**src/cwss_defines.vh**
```
// Register map, field positions, reset values and timing counts of the wake-up sequencer.
`ifndef CWSS_DEFINES_VH
`define CWSS_DEFINES_VH
`define CWSS_ADDR_W 8
`define CWSS_OFS_CTRL 8'h00
`define CWSS_OFS_STATUS 8'h04
`define CWSS_OFS_FRAME 8'h08
`define CWSS_OFS_EVENT 8'h0C
`define CWSS_CTRL_DONE_EN 0
`define CWSS_CTRL_DONE_PH_LO 1
`define CWSS_CTRL_DONE_PH_HI 2
`define CWSS_CTRL_EARLY_EN 3
`define CWSS_CTRL_SIG_AUTH 4
`define CWSS_CTRL_TRANSP 5
`define CWSS_CTRL_W 6
`define CWSS_CTRL_RST 6'h07
`define CWSS_RESP_OKAY 2'h0
`define CWSS_RESP_SLVERR 2'h2
`define CWSS_NOOP_A 8'h00
`define CWSS_NOOP_B 8'h7F
`define CWSS_NOOP_C 8'hFF
`define CWSS_RELOAD_FRAME 32'h80000A00
`define CWSS_CLK_MHZ 200
`define CWSS_T_INIT_NS 1000
`define CWSS_INIT_CYC ((`CWSS_T_INIT_NS * `CWSS_CLK_MHZ + 999) / 1000)
`endif

```
**src/cwss_sequencer.v**
```verilog
// Configuration modal states, four-phase wake-up, early I/O release and command framing.
`timescale 1ns/1ps
`include "cwss_defines.vh"

module cwss_sequencer #(
	parameter BANK_W = 8,
	parameter INIT_CYC = `CWSS_INIT_CYC
) (
	// Clock, reset and clock enable.
	input wire clk_sys_i,
	input wire rst_n_i,
	input wire ce_i,
	// AXI4-Lite register slave.
	input wire [`CWSS_ADDR_W-1:0] s_axi_awaddr,
	input wire s_axi_awvalid,
	output wire s_axi_awready,
	input wire [31:0] s_axi_wdata,
	input wire [3:0] s_axi_wstrb,
	input wire s_axi_wvalid,
	output wire s_axi_wready,
	output reg [1:0] s_axi_bresp,
	output reg s_axi_bvalid,
	input wire s_axi_bready,
	input wire [`CWSS_ADDR_W-1:0] s_axi_araddr,
	input wire s_axi_arvalid,
	output wire s_axi_arready,
	output reg [31:0] s_axi_rdata,
	output reg [1:0] s_axi_rresp,
	output reg s_axi_rvalid,
	input wire s_axi_rready,
	// Device pins.
	input wire reprogram_request_n_i,
	input wire init_status_n_i,
	output wire init_status_n_o,
	output wire init_status_n_oe_o,
	input wire done_pin_i,
	output wire done_pin_o,
	output wire done_pin_oe_o,
	input wire supply_low_i,
	// Internal configuration engine status.
	input wire watchdog_trip_i,
	input wire reload_other_port_i,
	input wire partial_ok_i,
	input wire config_ok_i,
	input wire remainder_ok_i,
	input wire auth_pending_i,
	input wire bank_io_loaded_i,
	// Bank I/O early release.
	input wire [BANK_W-1:0] bank_reg_async_i,
	input wire [BANK_W-1:0] bank_reg_set_i,
	input wire [BANK_W-1:0] bank_cfg_pin_i,
	output reg [BANK_W-1:0] bank_early_oe_o,
	output reg [BANK_W-1:0] bank_early_level_o,
	// Global strobes and I/O control.
	output wire global_set_reset_n_o,
	output wire global_write_enable_o,
	output wire global_output_enable_o,
	output reg sys_io_enable_o,
	output wire [2:0] modal_state_o,
	output wire user_mode_o,
	// Command byte stream.
	input wire cmd_valid_i,
	input wire [7:0] cmd_byte_i,
	input wire cmd_prog_qual_i,
	input wire cmd_last_i,
	output wire cmd_ready_o,
	output reg [31:0] cmd_frame_o,
	output reg cmd_frame_valid_o,
	output reg cmd_nullified_o,
	output reg [7:0] cmd_payload_o,
	output reg cmd_payload_valid_o,
	// Non-volatile read path.
	input wire nv_read_i,
	input wire nv_shadowed_i,
	input wire [31:0] nv_array_data_i,
	input wire [31:0] nv_shadow_data_i,
	output reg [31:0] nv_read_data_o,
	output reg nv_read_valid_o
);
	localparam ST_UNPROG = 3'h0;
	localparam ST_CONFIG = 3'h1;
	localparam ST_PCOMP = 3'h2;
	localparam ST_POPER = 3'h3;
	localparam ST_COMPL = 3'h4;
	localparam ST_OPER = 3'h5;
	localparam [2:0] WAKE_END = 3'h4;
	localparam [15:0] INIT_LIM = INIT_CYC[15:0];
	reg [1:0] rst_sync_ff, prog_sync_ff, init_sync_ff, done_sync_ff, vlow_sync_ff, hdr_idx_ff;
	reg [2:0] state_ff, nxt_state, wake_step_ff;
	reg [15:0] init_cnt_ff;
	reg prog_prev_ff, gsr_rel_ff, gwe_rel_ff, goe_rel_ff, done_rel_ff, early_rel_ff;
	reg in_data_ff, qual_ff, reload_ff;
	reg [`CWSS_CTRL_W-1:0] ctrl_ff;
	reg [23:0] hdr_ff;
	reg [3:0] exit_cause_ff;
	wire rst_n, done_en, early_allowed, done_high, prog_fall, reinit, init_timer_done;
	wire can_adv, null_state, wr_go, rd_go;
	wire [1:0] done_phase;
	wire [31:0] frame_full;

	always @(posedge clk_sys_i or negedge rst_n_i) begin
		if (!rst_n_i) begin
			rst_sync_ff <= 2'h0;
		end else begin
			rst_sync_ff <= {rst_sync_ff[0], 1'b1};
		end
	end
	assign rst_n = rst_sync_ff[1];
	// Pins are asynchronous to the configuration clock and pass two flops first.
	always @(posedge clk_sys_i or negedge rst_n) begin
		if (!rst_n) begin
			prog_sync_ff <= 2'h3;
			init_sync_ff <= 2'h0;
			done_sync_ff <= 2'h0;
			vlow_sync_ff <= 2'h0;
			prog_prev_ff <= 1'b1;
		end else if (ce_i) begin
			prog_sync_ff <= {prog_sync_ff[0], reprogram_request_n_i};
			init_sync_ff <= {init_sync_ff[0], init_status_n_i};
			done_sync_ff <= {done_sync_ff[0], done_pin_i};
			vlow_sync_ff <= {vlow_sync_ff[0], supply_low_i};
			prog_prev_ff <= prog_sync_ff[1];
		end
	end

	assign done_en = ctrl_ff[`CWSS_CTRL_DONE_EN];
	assign done_phase = ctrl_ff[`CWSS_CTRL_DONE_PH_HI:`CWSS_CTRL_DONE_PH_LO];
	assign done_high = done_sync_ff[1];
	assign prog_fall = prog_prev_ff & ~prog_sync_ff[1];
	// A power dip is treated like a reprogram request: it restarts initialisation but keeps the control register.
	assign reinit = prog_fall | reload_ff | reload_other_port_i | vlow_sync_ff[1] |
		(watchdog_trip_i & (state_ff == ST_OPER));
	assign init_timer_done = (init_cnt_ff == INIT_LIM);
	assign can_adv = ~done_en | ~done_rel_ff | done_high;
	assign early_allowed = ctrl_ff[`CWSS_CTRL_EARLY_EN] & ~ctrl_ff[`CWSS_CTRL_SIG_AUTH];
	always @* begin
		nxt_state = state_ff;
		case (state_ff)
			ST_UNPROG: begin
				if (init_timer_done && init_sync_ff[1] && prog_sync_ff[1]) begin
					nxt_state = ST_CONFIG;
				end
			end
			ST_CONFIG: begin
				if (partial_ok_i) begin
					nxt_state = ST_PCOMP;
				end
			end
			ST_PCOMP: begin
				if (!auth_pending_i) begin
					nxt_state = ST_POPER;
				end
			end
			ST_POPER: begin
				if (remainder_ok_i && config_ok_i) begin
					nxt_state = ST_COMPL;
				end
			end
			ST_COMPL: begin
				if (wake_step_ff == WAKE_END) begin
					nxt_state = ST_OPER;
				end
			end
			ST_OPER: nxt_state = ST_OPER;
			default: nxt_state = ST_UNPROG;
		endcase
		if (reinit) begin
			nxt_state = ST_UNPROG;
		end
	end

	always @(posedge clk_sys_i or negedge rst_n) begin
		if (!rst_n) begin
			state_ff <= ST_UNPROG;
			init_cnt_ff <= 16'h0000;
			wake_step_ff <= 3'h0;
			gsr_rel_ff <= 1'b0;
			gwe_rel_ff <= 1'b0;
			goe_rel_ff <= 1'b0;
			done_rel_ff <= 1'b0;
			early_rel_ff <= 1'b0;
		end else if (ce_i) begin
			state_ff <= nxt_state;
			if (reinit) begin
				init_cnt_ff <= 16'h0000;
				wake_step_ff <= 3'h0;
				gsr_rel_ff <= 1'b0;
				gwe_rel_ff <= 1'b0;
				goe_rel_ff <= 1'b0;
				done_rel_ff <= 1'b0;
				early_rel_ff <= 1'b0;
			end else begin
				if (state_ff == ST_UNPROG && !init_timer_done) begin
					init_cnt_ff <= init_cnt_ff + 16'h0001;
				end
				if (state_ff == ST_CONFIG && early_allowed && bank_io_loaded_i) begin
					early_rel_ff <= 1'b1;
				end
				// The done release takes its own step so the pin is seen before moving on.
				if (state_ff == ST_COMPL && config_ok_i && !auth_pending_i &&
					wake_step_ff != WAKE_END) begin
					if (wake_step_ff[1:0] == done_phase && !done_rel_ff) begin
						done_rel_ff <= 1'b1;
					end else if (can_adv) begin
						wake_step_ff <= wake_step_ff + 3'h1;
						case (wake_step_ff)
							3'h0: goe_rel_ff <= 1'b1;
							3'h1: gsr_rel_ff <= 1'b1;
							3'h2: gwe_rel_ff <= 1'b1;
							default: gwe_rel_ff <= gwe_rel_ff;
						endcase
					end
				end
			end
		end
	end

	assign global_set_reset_n_o = gsr_rel_ff;
	assign global_write_enable_o = gwe_rel_ff;
	assign global_output_enable_o = goe_rel_ff;
	assign modal_state_o = state_ff;
	assign user_mode_o = (state_ff == ST_OPER);
	// Open-drain pins: drive zero or let the board pull-up win.
	assign init_status_n_o = 1'b0;
	assign init_status_n_oe_o = (state_ff == ST_UNPROG) & ~init_timer_done;
	assign done_pin_o = 1'b0;
	assign done_pin_oe_o = ~done_rel_ff;
	// System I/O enable and the per-pin early release outputs are registered.
	always @(posedge clk_sys_i or negedge rst_n) begin
		if (!rst_n) begin
			sys_io_enable_o <= 1'b0;
			bank_early_oe_o <= {BANK_W{1'b0}};
			bank_early_level_o <= {BANK_W{1'b0}};
		end else if (ce_i) begin
			case (state_ff)
				ST_UNPROG: sys_io_enable_o <= 1'b0;
				ST_CONFIG: sys_io_enable_o <= ctrl_ff[`CWSS_CTRL_TRANSP];
				ST_POPER: sys_io_enable_o <= 1'b1;
				default: sys_io_enable_o <= goe_rel_ff;
			endcase
			// Turning authentication on later withdraws an early release already granted.
			bank_early_oe_o <= {BANK_W{early_rel_ff & early_allowed & ~goe_rel_ff}} &
				bank_reg_async_i & ~bank_cfg_pin_i;
			bank_early_level_o <= bank_reg_set_i;
		end
	end

	// Command framing: no-ops are dropped, then four header bytes, then data.
	assign cmd_ready_o = 1'b1;
	assign null_state = (state_ff == ST_UNPROG) | (state_ff == ST_OPER);
	assign frame_full = {hdr_ff, cmd_byte_i};

	always @(posedge clk_sys_i or negedge rst_n) begin
		if (!rst_n) begin
			hdr_idx_ff <= 2'h0;
			in_data_ff <= 1'b0;
			hdr_ff <= 24'h000000;
			qual_ff <= 1'b0;
			reload_ff <= 1'b0;
			cmd_frame_o <= 32'h00000000;
			cmd_frame_valid_o <= 1'b0;
			cmd_nullified_o <= 1'b0;
			cmd_payload_o <= 8'h00;
			cmd_payload_valid_o <= 1'b0;
		end else if (ce_i) begin
			cmd_frame_valid_o <= 1'b0;
			cmd_payload_valid_o <= 1'b0;
			reload_ff <= 1'b0;
			if (cmd_valid_i) begin
				if (in_data_ff) begin
					cmd_payload_o <= cmd_byte_i;
					cmd_payload_valid_o <= ~cmd_nullified_o;
					in_data_ff <= ~cmd_last_i;
				end else if (hdr_idx_ff == 2'h0) begin
					if (cmd_byte_i != `CWSS_NOOP_A && cmd_byte_i != `CWSS_NOOP_B &&
						cmd_byte_i != `CWSS_NOOP_C) begin
						hdr_ff <= {16'h0000, cmd_byte_i};
						qual_ff <= cmd_prog_qual_i;
						hdr_idx_ff <= 2'h1;
					end
				end else if (hdr_idx_ff != 2'h3) begin
					hdr_ff <= {hdr_ff[15:0], cmd_byte_i};
					hdr_idx_ff <= hdr_idx_ff + 2'h1;
				end else begin
					hdr_idx_ff <= 2'h0;
					in_data_ff <= ~cmd_last_i;
					cmd_frame_o <= frame_full;
					cmd_frame_valid_o <= 1'b1;
					cmd_nullified_o <= qual_ff & null_state;
					reload_ff <= (frame_full == `CWSS_RELOAD_FRAME);
				end
			end
		end
	end

	// Non-volatile reads return the shadow copy where one exists.
	always @(posedge clk_sys_i or negedge rst_n) begin
		if (!rst_n) begin
			nv_read_data_o <= 32'h00000000;
			nv_read_valid_o <= 1'b0;
		end else if (ce_i) begin
			nv_read_valid_o <= nv_read_i;
			if (nv_read_i) begin
				nv_read_data_o <= nv_shadowed_i ? nv_shadow_data_i : nv_array_data_i;
			end
		end
	end

	// Exit cause record: set wins over a software clear in the same cycle.
	always @(posedge clk_sys_i or negedge rst_n) begin
		if (!rst_n) begin
			exit_cause_ff <= 4'h0;
		end else if (ce_i) begin
			exit_cause_ff <= (exit_cause_ff & ~((wr_go && s_axi_awaddr == `CWSS_OFS_EVENT &&
				s_axi_wstrb[0]) ? s_axi_wdata[3:0] : 4'h0)) |
				{watchdog_trip_i & (state_ff == ST_OPER), vlow_sync_ff[1],
				reload_ff | reload_other_port_i, prog_fall};
		end
	end

	// AXI4-Lite slave: address and data are taken together, answer next cycle.
	assign wr_go = ce_i & s_axi_awvalid & s_axi_wvalid & ~s_axi_bvalid;
	assign s_axi_awready = wr_go;
	assign s_axi_wready = wr_go;
	assign rd_go = ce_i & s_axi_arvalid & ~s_axi_rvalid;
	assign s_axi_arready = rd_go;

	always @(posedge clk_sys_i or negedge rst_n) begin
		if (!rst_n) begin
			ctrl_ff <= `CWSS_CTRL_RST;
			s_axi_bvalid <= 1'b0;
			s_axi_bresp <= `CWSS_RESP_OKAY;
			s_axi_rvalid <= 1'b0;
			s_axi_rresp <= `CWSS_RESP_OKAY;
			s_axi_rdata <= 32'h00000000;
		end else if (ce_i) begin
			if (s_axi_bvalid && s_axi_bready) begin
				s_axi_bvalid <= 1'b0;
			end
			if (wr_go) begin
				s_axi_bvalid <= 1'b1;
				s_axi_bresp <= `CWSS_RESP_OKAY;
				if (s_axi_awaddr == `CWSS_OFS_CTRL) begin
					if (s_axi_wstrb[0]) begin
						ctrl_ff <= s_axi_wdata[`CWSS_CTRL_W-1:0];
					end
				end else if (s_axi_awaddr != `CWSS_OFS_EVENT) begin
					s_axi_bresp <= `CWSS_RESP_SLVERR;
				end
			end
			if (s_axi_rvalid && s_axi_rready) begin
				s_axi_rvalid <= 1'b0;
			end
			if (rd_go) begin
				s_axi_rvalid <= 1'b1;
				s_axi_rresp <= `CWSS_RESP_OKAY;
				case (s_axi_araddr)
					`CWSS_OFS_CTRL: s_axi_rdata <= {26'h0000000, ctrl_ff};
					`CWSS_OFS_STATUS: s_axi_rdata <= {16'h0000, early_rel_ff, done_high,
						init_sync_ff[1], done_rel_ff, goe_rel_ff, gwe_rel_ff, gsr_rel_ff,
						wake_step_ff, 3'h0, state_ff};
					`CWSS_OFS_FRAME: s_axi_rdata <= cmd_frame_o;
					`CWSS_OFS_EVENT: s_axi_rdata <= {28'h0000000, exit_cause_ff};
					default: begin
						s_axi_rdata <= 32'h00000000;
						s_axi_rresp <= `CWSS_RESP_SLVERR;
					end
				endcase
			end
		end
	end
endmodule

```
**config.mk**
```make
export PLATFORM = sky130hd
export DESIGN_NAME = cwss_sequencer
export DESIGN_NICKNAME = d
export VERILOG_FILES = /design/src/cwss_sequencer.v
export VERILOG_INCLUDE_DIRS = /design/src
export SDC_FILE = /design/constraint.sdc
export NUM_CORES = 1
export LEC_CHECK = 0
export ABC_AREA = 1
export BUFFER_PORTS_ARGS = -buffer_cell sky130_fd_sc_hd__buf_4
export CAP_MARGIN = 20
export CORE_ASPECT_RATIO = 2
export CORE_UTILIZATION = 55
export CTS_CLUSTER_DIAMETER = 80
export DETAILED_ROUTE_END_ITERATION = 7
export PLACE_DENSITY = 0.91
export SLEW_MARGIN = 20
export SYNTH_ARGS = -nofsm -noshare
export SYNTH_HDL_FRONTEND = slang
export SYNTH_SLANG_ARGS = --single-unit
```
**constraint.sdc**
```tcl
create_clock -name clk_sys_i -period 9.55 [get_ports clk_sys_i]
set_input_delay 0.955 -clock clk_sys_i [delete_from_list [all_inputs] [get_ports clk_sys_i]]
set_output_delay 0.955 -clock clk_sys_i [all_outputs]
set_load 0.005 [all_outputs]
```
---- Word level (Yosys, flattened, before mapping) ----
Index checks and enable logic that the tools add are counted.
Widths: inputs -> output; s select.
word-level totals
  register bits ........................... 208
  input port bits ......................... 172
  output and inout port bits .............. 146
  word-level logic and storage cells ...... 225
cells by class
  add/subtract/negate cells ............... 3
  eq/ne operators ......................... 27
  mux-type cells .......................... 63
  bitwise gates (word level) .............. 39
  reductions and logical operators ........ 57
operator list
  operator               count
  $pmux 32 s4            1
  $mux 24                3
  $mux 1                 37
  $eq 32x32->1 const B   1
  $mux 16                2
  $mux 32                1
  $mux 3                 10
  $reduce_and 5->1       6
  $eq 8x4->1 const B     3
  $reduce_bool 2->1      11
  $ne 3x3->1 const B     6
  $pmux 3 s6             1
  $add 16x1->16 const B  1
  $and 8x8->8            2
  $eq 16x8->1 const B    1
  $logic_and 1x1->1      16
  $logic_not 8->1        2
  $reduce_and 2->1       8
  $not 1->1              13
  $and 1x1->1            12
  $mux 2                 6
  $reduce_and 4->1       3
  $eq 3x2->1 const B     3
  $eq 3x3->1 const B     3
  24 further kinds       37

---- Depth between registers and ports, before layout ----
Gate-level depths: netlist (run 1).
  word-level depth ........................ 9
  mapped depth ............................ 11
  gate-level depth less buffers ........... 9

---- Worst setup path after synthesis (run 1) ----
Ideal clock, no wire load.
  path type ............................... input -> output
  start ................................... input port ce_i
  end ..................................... output port s_axi_arready
  arrival ................................. 1.687 ns
  setup slack ............................. 6.908 ns
  stages .................................. 4
  path buffers ............................ 2
  cells stage by stage .................... buf_4 -> nand3_1 -> clkinv_1 -> clkbuf_1
between the ends
  word-level cells in the longest chain between the ends .. 2
ends and longest elaborated chain
  element                    line                  text
  start, declared            cwss_sequencer.v:12   input wire ce_i,
  $and 1x1->1 (2 in series)  cwss_sequencer.v:325  assign rd_go = ce_i & s_axi_arvalid & ~s_axi_rvalid;
  end, declared              cwss_sequencer.v:26   output wire s_axi_arready,
Every way passes these cells.

---- Final worst setup path (run 1) ----
Same ends and word-level chain as after synthesis.

==> results of run 1 <==
critical path, delay by kind of cell:
| kind | cells | cell delay [ns] |
|---|---|---|
| buffers and inverters | 3 | 1.30 |
| and+or+nand+nor | 1 | 0.89 |
metrics by stage:
| stage | hold WS, ns | utilization [%] | worst slack, ns | total power (W) | cell area (um2) |
|---|---|---|---|---|---|
| after detailed placement | 0.346 | 68.5 | 5.45 | 0.00182 | 11800 |
| final | 0.229 | 72.4 | 5.42 | 0.00263 | 12500 |
| after floorplan | 0.331 | - | 3.39 | 0.00146 | 9720 |
| after global placement | 0.334 | 68.5 | 5.47 | 0.00180 | 11800 |
| after CTS | 0.222 | 72.4 | 5.44 | 0.00263 | 12500 |
| after global routing | 0.222 | 72.4 | 5.23 | 0.00275 | 12500 |
placed cells by master (no fill, tap or decap), types with 2 or more instances in the layout:
| master | count |
|---|---|
| nand3_1 | 65 |
| nand3b_1 | 4 |
| nand2_4 | 3 |
| nor2_1 | 106 |
| nand4_1 | 40 |
| mux2_2 | 2 |
| clkbuf_8 | 3 |
| clkinvlp_4 | 3 |
| a21oi_1 | 73 |
| nor3_1 | 6 |
| o21ai_0 | 78 |
| inv_2 | 2 |
| nor4_1 | 2 |
| nand3_2 | 12 |
| xnor2_1 | 2 |
| dfrtp_1 | 199 |
| xor2_1 | 7 |
| clkinv_2 | 5 |
| nor2_2 | 2 |
| nor2_4 | 2 |
| nand2_2 | 2 |
| nand2_1 | 369 |
| buf_4 | 288 |
| inv_1 | 91 |
| o21bai_1 | 3 |
| conb_1 | 6 |
| clkbuf_16 | 21 |
| o31ai_1 | 26 |
| ha_1 | 9 |
| dfstp_2 | 6 |
| clkinv_1 | 4 |
flip-flops by register name, indices dropped and copies added, names as in the netlist, 2 cells and up:
signal,flops
bank_early_oe_o,8
hdr_idx_ff,2
ctrl_ff,6
modal_state_o,3
cmd_payload_o,8
s_axi_rdata,32
prog_sync_ff,2
done_sync_ff,2
nv_read_data_o,32
hdr_ff,24
vlow_sync_ff,2
init_sync_ff,2
init_cnt_ff,16
exit_cause_ff,4
rst_sync_ff,2
cmd_frame_o,32
bank_early_level_o,8
wake_step_ff,3
cell families (layout without fill, tap and decap cells):
kind of cell / after synthesis / count (layout) / share of synthesized area [%]
muxes: 2 / 2 / 0.232
and+or+nand+nor: 613 / 613 / 27.0
adders and majority gates: 9 / 9 / 1.16
other: 2 / 6 / 0.0774
xor gates and xnor gates: 9 / 9 / 0.812
AOI/OAI and AO/OA: 184 / 184 / 10.3
DFF: 206 / 206 / 53.2
buffers and inverters: 161 / 422 / 7.24
final timing paths:
path	to	depth (start not counted)	slack (ns)	startpoint
worst max-delay path	s_axi_arready	4	5.42	ce_i
worst min-delay path	rst_sync_ff[0]	1	0.23	rst_n_i
worst max register to register	hdr_ff[13]	7	7.13	hdr_idx_ff[0]
worst min register to register	exit_cause_ff[1]	0	0.36	rst_sync_ff[1]
max in group asynchronous	cmd_frame_o[2]	1	7.76	rst_sync_ff[1]
min in group clk_sys_i	rst_sync_ff[1]	0	0.36	rst_sync_ff[0]
layout make-up:
cell class                 instances  area [um2]
sequential                       206        5170
timing repair buffer             288        2160
multi-input combinational        823        3870
inverter                          98         370
clock buffer                      24         567
tap                              210         263
fill                            1230        4760
clock inverter                    12         111
metal layers:
layer	routed length (um)	vias up
met5	0	-
met4	2090	0
met3	2080	138
met2	15400	458
met1	9830	4456
li1	-	4321
power groups by stage:
stage	clock [W]	combinational, W	sequential [W]
after floorplan	0	0.000275	0.00118
after global placement	0	0.000598	0.00120
after detailed placement	0	0.000617	0.00120
after CTS	0.000815	0.000627	0.00119
after global routing	0.000844	0.000692	0.00121
final	0.000809	0.000629	0.00120
==> impl_metrics.json, run 1 <==
{
  "skew_ns": 0.00879,
  "use_met3_pct": 6.08,
  "stdcell_count": 1661,
  "combPwrFrac_pct": 23.9,
  "clock_latency_ns": 0.49,
  "syn_area_um2": 9710,
  "hold_viol_final": 0,
  "swShare_pct": 32.4,
  "yosys_register_bits": 206,
  "ioPinCount": 318,
  "grt_max_degree": 80,
  "grt_most_used_layer": "met2",
  "antenna_found_initial": 0,
  "io_buffers": 283,
  "p_sw_w": 0.000854,
  "worstMarginPinSlew_ns": 1.03,
  "syn_inst": 1186,
  "h-tree-depth": 1,
  "setup_tns_ns": 0,
  "synth_top_area_share_pct": 51.6,
  "ir_drop_mv": 0.166,
  "clk_path_buf_depth": 3,
  "grt_use_met2_pct": 58.6,
  "synth-edff-count": 0,
  "dp_cells": 1625,
  "async_flop_share_pct": 100,
  "totalWireLength_um": 29400,
  "rsz0062_at_grt": "false",
  "drt-initial-drc-count": 542,
  "drv_cap": 0,
  "nNetsFinal": 1618,
  "yosys_warnings": 0,
  "pwr_density_cell_nw_per_um2": 210,
  "grt-ovfl-total": 0,
  "routed_via_density": 5.64,
  "yosysMostFrequentCell": "nand2_1",
  "post-cts-setup-buffer-count": 0,
  "slowest_stage": "nand3_2",
  "detailed_place_hpwl_um": 21500,
  "die-area_um2": 18200,
  "areaGrowthSynthToFinish_pct": 28.9,
  "route.detailed.drc": 0,
  "numClockSinks": 206,
  "cp_common_cell": "buf_4",
  "period_share_pct": 43.3,
  "critPathMaxFanout": 51,
  "status": "finished, final reports clean",
  "num_antenna_cells": 0,
  "final-setup-viol-count": 0,
  "drive_gt1_share_pct": 24.7,
  "clkPwrFrac_pct": 30.7,
  "dr_total_vias": 9373,
  "ctsResizeCount": 0,
  "drt-wirelength-per-cell_um": 17.7,
  "crit_path_end_kind": "output port",
  "met1_usage_pct": 35.0,
  "cts_tree": "done",
  "crit_required_ns": 8.60,
  "path_cells": "buf_4 -> nand3_2 -> clkinv_1 -> buf_4",
  "crit_path_max_incr_delay_ns": 0.89,
  "min_path_type": "in2async",
  "cts_root_buf": "clkbuf_16",
  "gp_congestion": 0.943,
  "rows": 68,
  "ctsHoldBuffers": 0,
  "power.internal_w": 0.00178,
  "die_h_um": 190,
  "ys.flop_type": "dfrtp_1",
  "startpoint_type": "input port",
  "detail_route.first_pass.iterations": 8,
  "grt_pass1_wl_um": 46100,
  "grt_pass1_vias": 9481,
  "slew-limit-headroom_pct": 31.5,
  "final-max-slew-violation-count": 0,
  "clk_pin_slew_ns": 0.06,
  "cp.arrival_ns": 3.18,
  "p_leak_nw": 6.36,
  "synth_common_cells": "nand2_1 (369), dfrtp_1 (200), nor2_1 (107)",
  "initial_utilization_pct": 56.2,
  "synth_cell_types": 36,
  "antenna_left": 0,
  "timing.fmax_mhz": 242,
  "ys_seq_area_share_pct": 53.2,
  "p_seq_share_pct": 45.4,
  "track_usage_pct": 33.1,
  "die_w_um": 95.9,
  "worstSetupPathType": "in2out",
  "synth_area_leaders": "dfrtp_1 (52%), nand2_1 (14%), nor2_1 (4.1%), o21ai_0 (4.0%), a21oi_1 (3.8%)",
  "fin_crit_ns": 4.13,
  "design.core.area_um2": 17300,
  "avgSynthCellArea_um2": 8.19,
  "synth_area_leader_cell": "dfrtp_1",
  "cts_buffers": 20
}
No activity file was read; power rests on OpenSTA's default activity.
==> run 2: changes to the inputs <==
CORE_UTILIZATION = 46   (was 55)
PLACE_DENSITY = 0.82   (was 0.91)
clock period = 3.6 ns   (was 9.55 ns; I/O delays follow)
==> run 2 against run 1 <==
Hold slack worse by 0.19 ns. Power grew to 2.5 times the previous value. First-iteration DRC count is 1.7% higher. Register-to-register slack lost 6.1 ns. Sequential power grew to 2.6 times the previous value. Utilization fell by 11 points. Combinational power rose to 2.6 times the previous value. Critical endpoint is now cmd_nullified_o. Largest cell class unchanged. Largest power group unchanged.
==> impl_metrics.json, run 2 (synthesis gave the netlist of run 1 again) <==
{
  "rows": 74,
  "grt_max_degree": 76,
  "gp_congestion": 0.901,
  "final-max-slew-violation-count": 0,
  "antenna_left": 0,
  "grt-ovfl-total": 0,
  "period_share_pct": 70.0,
  "totalWireLength_um": 28800,
  "drv_cap": 0,
  "ir_drop_mv": 0.500,
  "drive_gt1_share_pct": 24.2,
  "drt-wirelength-per-cell_um": 16.7,
  "layout_common_cells": "nand2_1 (369), buf_4 (291), dfrtp_1 (199)",
  "nNetsFinal": 1624,
  "critPathMaxFanout": 37,
  "power_w": 0.00665,
  "skew_ns": 0.0109,
  "cts_root_buf": "clkbuf_16",
  "track_usage_pct": 26.5,
  "final_common_cell": "nand2_1",
  "die-area_um2": 21700,
  "status": "finished, final reports clean",
  "grt_pass1_vias": 9060,
  "dr_total_vias": 9133,
  "clock_latency_ns": 0.49,
  "antenna_found_initial": 0,
  "post-cts-setup-buffer-count": 0,
  "design.core.area_um2": 20600,
  "reg_top3": "cmd_frame_o x32, nv_read_data_o x32, s_axi_rdata x32",
  "fin_hold_ws_ns": 0.0434,
  "timing.fmax_mhz": 397,
  "swShare_pct": 32.1,
  "num_antenna_cells": 0,
  "setup_tns_ns": 0,
  "routed_via_density": 5.31,
  "areaGrowthSynthToFinish_pct": 29.0,
  "h-tree-depth": 1,
  "crit_path_end_kind": "flop",
  "p_sw_w": 0.00214,
  "whs_path_depth": 2,
  "numClockSinks": 206,
  "slew-limit-headroom_pct": 31.6,
  "crit_cells": 6,
  "drt-initial-drc-count": 551,
  "initial_utilization_pct": 47.2,
  "crit_family": "simple AND/OR/NAND/NOR gates",
  "cts_buffers": 19,
  "stdcell_count": 1719,
  "p_seq_share_pct": 47.7,
  "die_h_um": 207,
  "cp.arrival_ns": 2.89,
  "fin_crit_ns": 2.52,
  "rsz0062_at_grt": "false",
  "ioPinCount": 318,
  "dp_cells": 1686,
  "p_leak_nw": 6.33,
  "final-setup-viol-count": 0,
  "clk_path_buf_depth": 3,
  "pwr_density_cell_nw_per_um2": 531,
  "slowest_stage": "nor2_4",
  "clk_pin_slew_ns": 0.07,
  "cts_tree": "done",
  "hold_viol_final": 0,
  "die_w_um": 105,
  "crit_required_ns": 3.97,
  "crit_path_max_incr_delay_ns": 0.77,
  "route.detailed.drc": 0,
  "ff2ff_path_depth": 6,
  "worstMarginPinSlew_ns": 1.03,
  "power.internal_w": 0.00452,
  "startpoint_type": "flop",
  "clkPwrFrac_pct": 27.6,
  "detailed_place_hpwl_um": 21500,
  "cp.buffers_inverters": 2,
  "combPwrFrac_pct": 24.8,
  "final_util_pct": 60.9,
  "min_path_type": "in2reg",
  "grt_pass1_wl_um": 46000,
  "detail_route.first_pass.iterations": 5,
  "worstSetupPathType": "reg2reg",
  "path_cells": "ha_1 -> clkinv_1 -> nor2_4 -> inv_1 -> nand2_1 -> o21ai_0",
  "io_buffers": 283
}
## run 2: cell types whose count changed in the layout (fill, tap and decap cells not counted), moves of 2 or more
| cell | previous run | this run |
|---|---|---|
| buf_4 | 288 | 291 |
| buf_12 | 0 | 2 |
| clkbuf_16 | 21 | 19 |
| clkinvlp_4 | 3 | 1 |
| clkbuf_1 | 0 | 8 |
| clkbuf_8 | 3 | 1 |
| clkinv_2 | 5 | 2 |
## run 2: timing repair
action,4_1_cts,5_1_grt
resized for setup,0,0
hold buffers,1,0
endpoints found under the hold margin,2,0
## run 2: worst register-to-register path, cell delays in order, from the launching register on
cell,delay (ns)
dfrtp_1,0.39
ha_1,0.24
clkinv_1,0.45
nor2_4,0.77
inv_1,0.33
nand2_1,0.14
o21ai_0,0.08
## run 2: power by group through the flow
stage | Combinational (W) | Clock, W | Sequential [W]
finish | 0.00165 | 0.00183 | 0.00317
global route | 0.00183 | 0.00194 | 0.00323
CTS | 0.00165 | 0.00186 | 0.00317
detailed placement | 0.00164 | 0 | 0.00320
global placement | 0.00159 | 0 | 0.00319
floorplan | 0.000731 | 0 | 0.00314
## run 2: final timing paths
path	end	from	slack, ns
min in group asynchronous	rst_sync_ff[1]	rst_n_i	0.22
min	in_data_ff	cmd_last_i	0.04
max	cmd_nullified_o	hdr_idx_ff[1]	1.08
max reg2reg	cmd_nullified_o	hdr_idx_ff[1]	1.08
max in group asynchronous	s_axi_rdata[21]	rst_sync_ff[1]	2.24
min reg2reg	rst_sync_ff[1]	rst_sync_ff[0]	0.36
## run 2: per-stage QoR
step | setup WS [ns] | cell area [um2]
floorplan | 0.214 | 9720
global placement | 1.16 | 12000
detailed placement | 1.08 | 12000
CTS | 1.09 | 12500
global route | 0.753 | 12500
finish | 1.08 | 12500
## run 2: metal layers
metal	vias to the layer above	wire length (um)	track usage [%]
met3	88	1970	5.24
met2	366	15200	48.3
met5	-	0	0
met4	0	1440	12.1
met1	4344	10200	29.3
li1	4335	-	-
## run 2: cell type report
| type | instances | area, um2 |
|---|---|---|
| clock inverter | 3 | 17.5 |
| clock buffer | 28 | 519 |
| tap | 266 | 333 |
| inverter | 98 | 370 |
| sequential | 206 | 5170 |
| fill | 1775 | 8030 |
| timing repair buffer | 295 | 2250 |
| multi-input combinational | 823 | 3870 |
==> run 3: changes to the inputs <==
clock period = 2.05 ns   (was 3.6 ns; I/O delays follow)
==> run 3 against run 2 <==
Final area rose by 8.7%. Global-route usage rose by 3.6 points. Sequential share of layout area fell by 3.3 points. Count of clock-buffer cells in the layout fell by 1. Clock power rose by 81%. Die area did not move. Utilization rose by 5.3 points. Sequential cell count did not move. Critical endpoint is now init_status_n_oe_o. Largest power group unchanged. Highest routed layer unchanged.
==> impl_metrics.json, run 3 (synthesis gave the netlist of run 1 again) <==
{
  "min_path_type": "in2reg",
  "whs_path_depth": 3,
  "fillers": 1588,
  "multi_input_comb_area_um2": 3880,
  "crit_required_ns": 1.85,
  "final_util_pct": 66.3,
  "route.detailed.drc": 0,
  "hold_end": "nv_read_data_o[1]",
  "design.core.area_um2": 20600,
  "ioPinCount": 318,
  "worstMarginPinSlew_ns": 0.570,
  "worstSetupPathType": "reg2out",
  "crit_path_end_kind": "output port",
  "drt-initial-drc-count": 568,
  "detail_route.first_pass.iterations": 5,
  "track_usage_pct": 30.1,
  "grt_pass1_wl_um": 51900,
  "antenna_left": 0,
  "initial_utilization_pct": 47.2,
  "final_common_cell": "nand2_1",
  "r2r_end": "bank_early_oe_o[6]",
  "cp.arrival_ns": 1.78,
  "grt-ovfl-total": 0,
  "antenna_found_initial": 1,
  "drt-wirelength-per-cell_um": 17.7,
  "pwr_density_cell_nw_per_um2": 887,
  "slew-limit-headroom_pct": 61.9,
  "die_w_um": 105,
  "status": "finished, final reports clean",
  "totalWireLength_um": 32400,
  "clk_path_buf_depth": 3,
  "timing.fmax_mhz": 505,
  "io_buffers": 283,
  "die-area_um2": 21700,
  "drv_cap": 0,
  "dr_total_vias": 9790,
  "drive_gt1_share_pct": 23.9,
  "h-tree-depth": 1,
  "ff2ff_path_depth": 4,
  "rsz0062_at_grt": "false",
  "final-max-slew-violation-count": 0,
  "clock_latency_ns": 0.49,
  "hold_viol_final": 0,
  "critPathMaxFanout": 4,
  "period_share_pct": 96.7,
  "ir_drop_mv": 0.751,
  "die_h_um": 207,
  "reg_top3": "cmd_frame_o x32, nv_read_data_o x32, s_axi_rdata x32",
  "numClockSinks": 206,
  "grt_pass1_vias": 10100,
  "layout_common_cells": "nand2_1 (368), buf_4 (305), dfrtp_1 (197)",
  "nNetsFinal": 1731,
  "detailed_place_hpwl_um": 21800,
  "gp_congestion": 0.922,
  "setup_slack_ns": 0.0684,
  "startpoint_type": "flop",
  "regToRegStartpoint": "global_output_enable_o",
  "rows": 74,
  "final-setup-viol-count": 0,
  "r2r_slack_ns": 0.22,
  "worstHoldStart": "nv_shadow_data_i[1]",
  "grt_max_degree": 81,
  "cts_tree": "done",
  "p_leak_nw": 6.82,
  "skew_ns": 0.0205,
  "seqCellArea_um2": 5170,
  "areaGrowthSynthToFinish_pct": 40.3,
  "fin_crit_ns": 1.98,
  "clk_pin_slew_ns": 0.07,
  "routed_via_density": 5.35,
  "cts_buffers": 19,
  "post-place-ws_ns": 0.231,
  "cts_root_buf": "clkbuf_16"
}
[run 3: cell types whose count changed in the layout (fill, tap and decap cells not counted), sizes merged]
| cell | delta |
|---|---|
| dlygate4sd3 | +92 |
| buf | +15 |
| clkinv | +2 |
| clkbuf | -1 |
| clkinvlp | +1 |
| diode | +1 |
[run 3: timing repair]
item,in CTS,in global routing
hold buffers,93,0
buffers inserted,0,1
hold endpoints to repair,71,0
pin swaps,0,1
resized for setup,1,3
endpoints found under the setup margin,1,11
gates cloned,0,0
[run 3: layout make-up]
type / instances / area share [%]
inverter: 98 / 2.72
tap: 266 / 2.44
antenna: 1 / 0.0184
clock buffer: 27 / 3.86
sequential: 206 / 38.0
multi-input combinational: 823 / 28.5
timing repair buffer: 402 / 24.2
clock inverter: 6 / 0.285
[run 3: worst max path at each step]
stage / startpoint / end / cells past startpoint
2_1_floorplan: rst_sync_ff[1] / bank_early_level_o[0] / 0
3_3_place_gp: modal_state_o[1] / modal_state_o[0] / 8
3_5_place_dp: hdr_idx_ff[0] / hdr_ff[1] / 7
4_1_cts: init_cnt_ff[0] / init_status_n_oe_o / 8
5_1_grt: init_cnt_ff[0] / init_status_n_oe_o / 8
6_report: init_cnt_ff[0] / init_status_n_oe_o / 8
[run 3: metrics by stage]
stage	instance area (um2)	setup TNS (ns)	cells	hold WS, ns	power, W
CTS	13600	0	1827	0.00254	0.0120
global route	13600	0	1829	0.0158	0.0127
finish	13600	0	1829	0.0133	0.0121
detailed placement	12100	0	1701	-0.00826	0.00854
floorplan	9730	-8.80	1190	-0.0906	0.00679
global placement	12100	0	1701	-0.0112	0.00844
[run 3: power by group]
part           internal [W]  switching, W  leakage [nW]  total [W]
Combinational       0.00149       0.00172          3.93    0.00321
Clock               0.00180       0.00151         0.272    0.00331
Sequential          0.00488      0.000687          2.61    0.00556
[run 3: layer usage]
metal / GRT usage (%) / wire length (um)
met5: 0 / 0
met2: 55.3 / 17200
met3: 5.68 / 2130
met1: 32.5 / 11400
met4: 15.1 / 1700
[run 3: critical path, stage by stage (launching register included)]
cell and delay [ns]:
dfrtp_1 0.41, inv_1 0.09, ha_1 0.15, nand3b_1 0.08
nor2_1 0.13, nand2_1 0.13, nand2_2 0.13, inv_1 0.05
buf_4 0.12
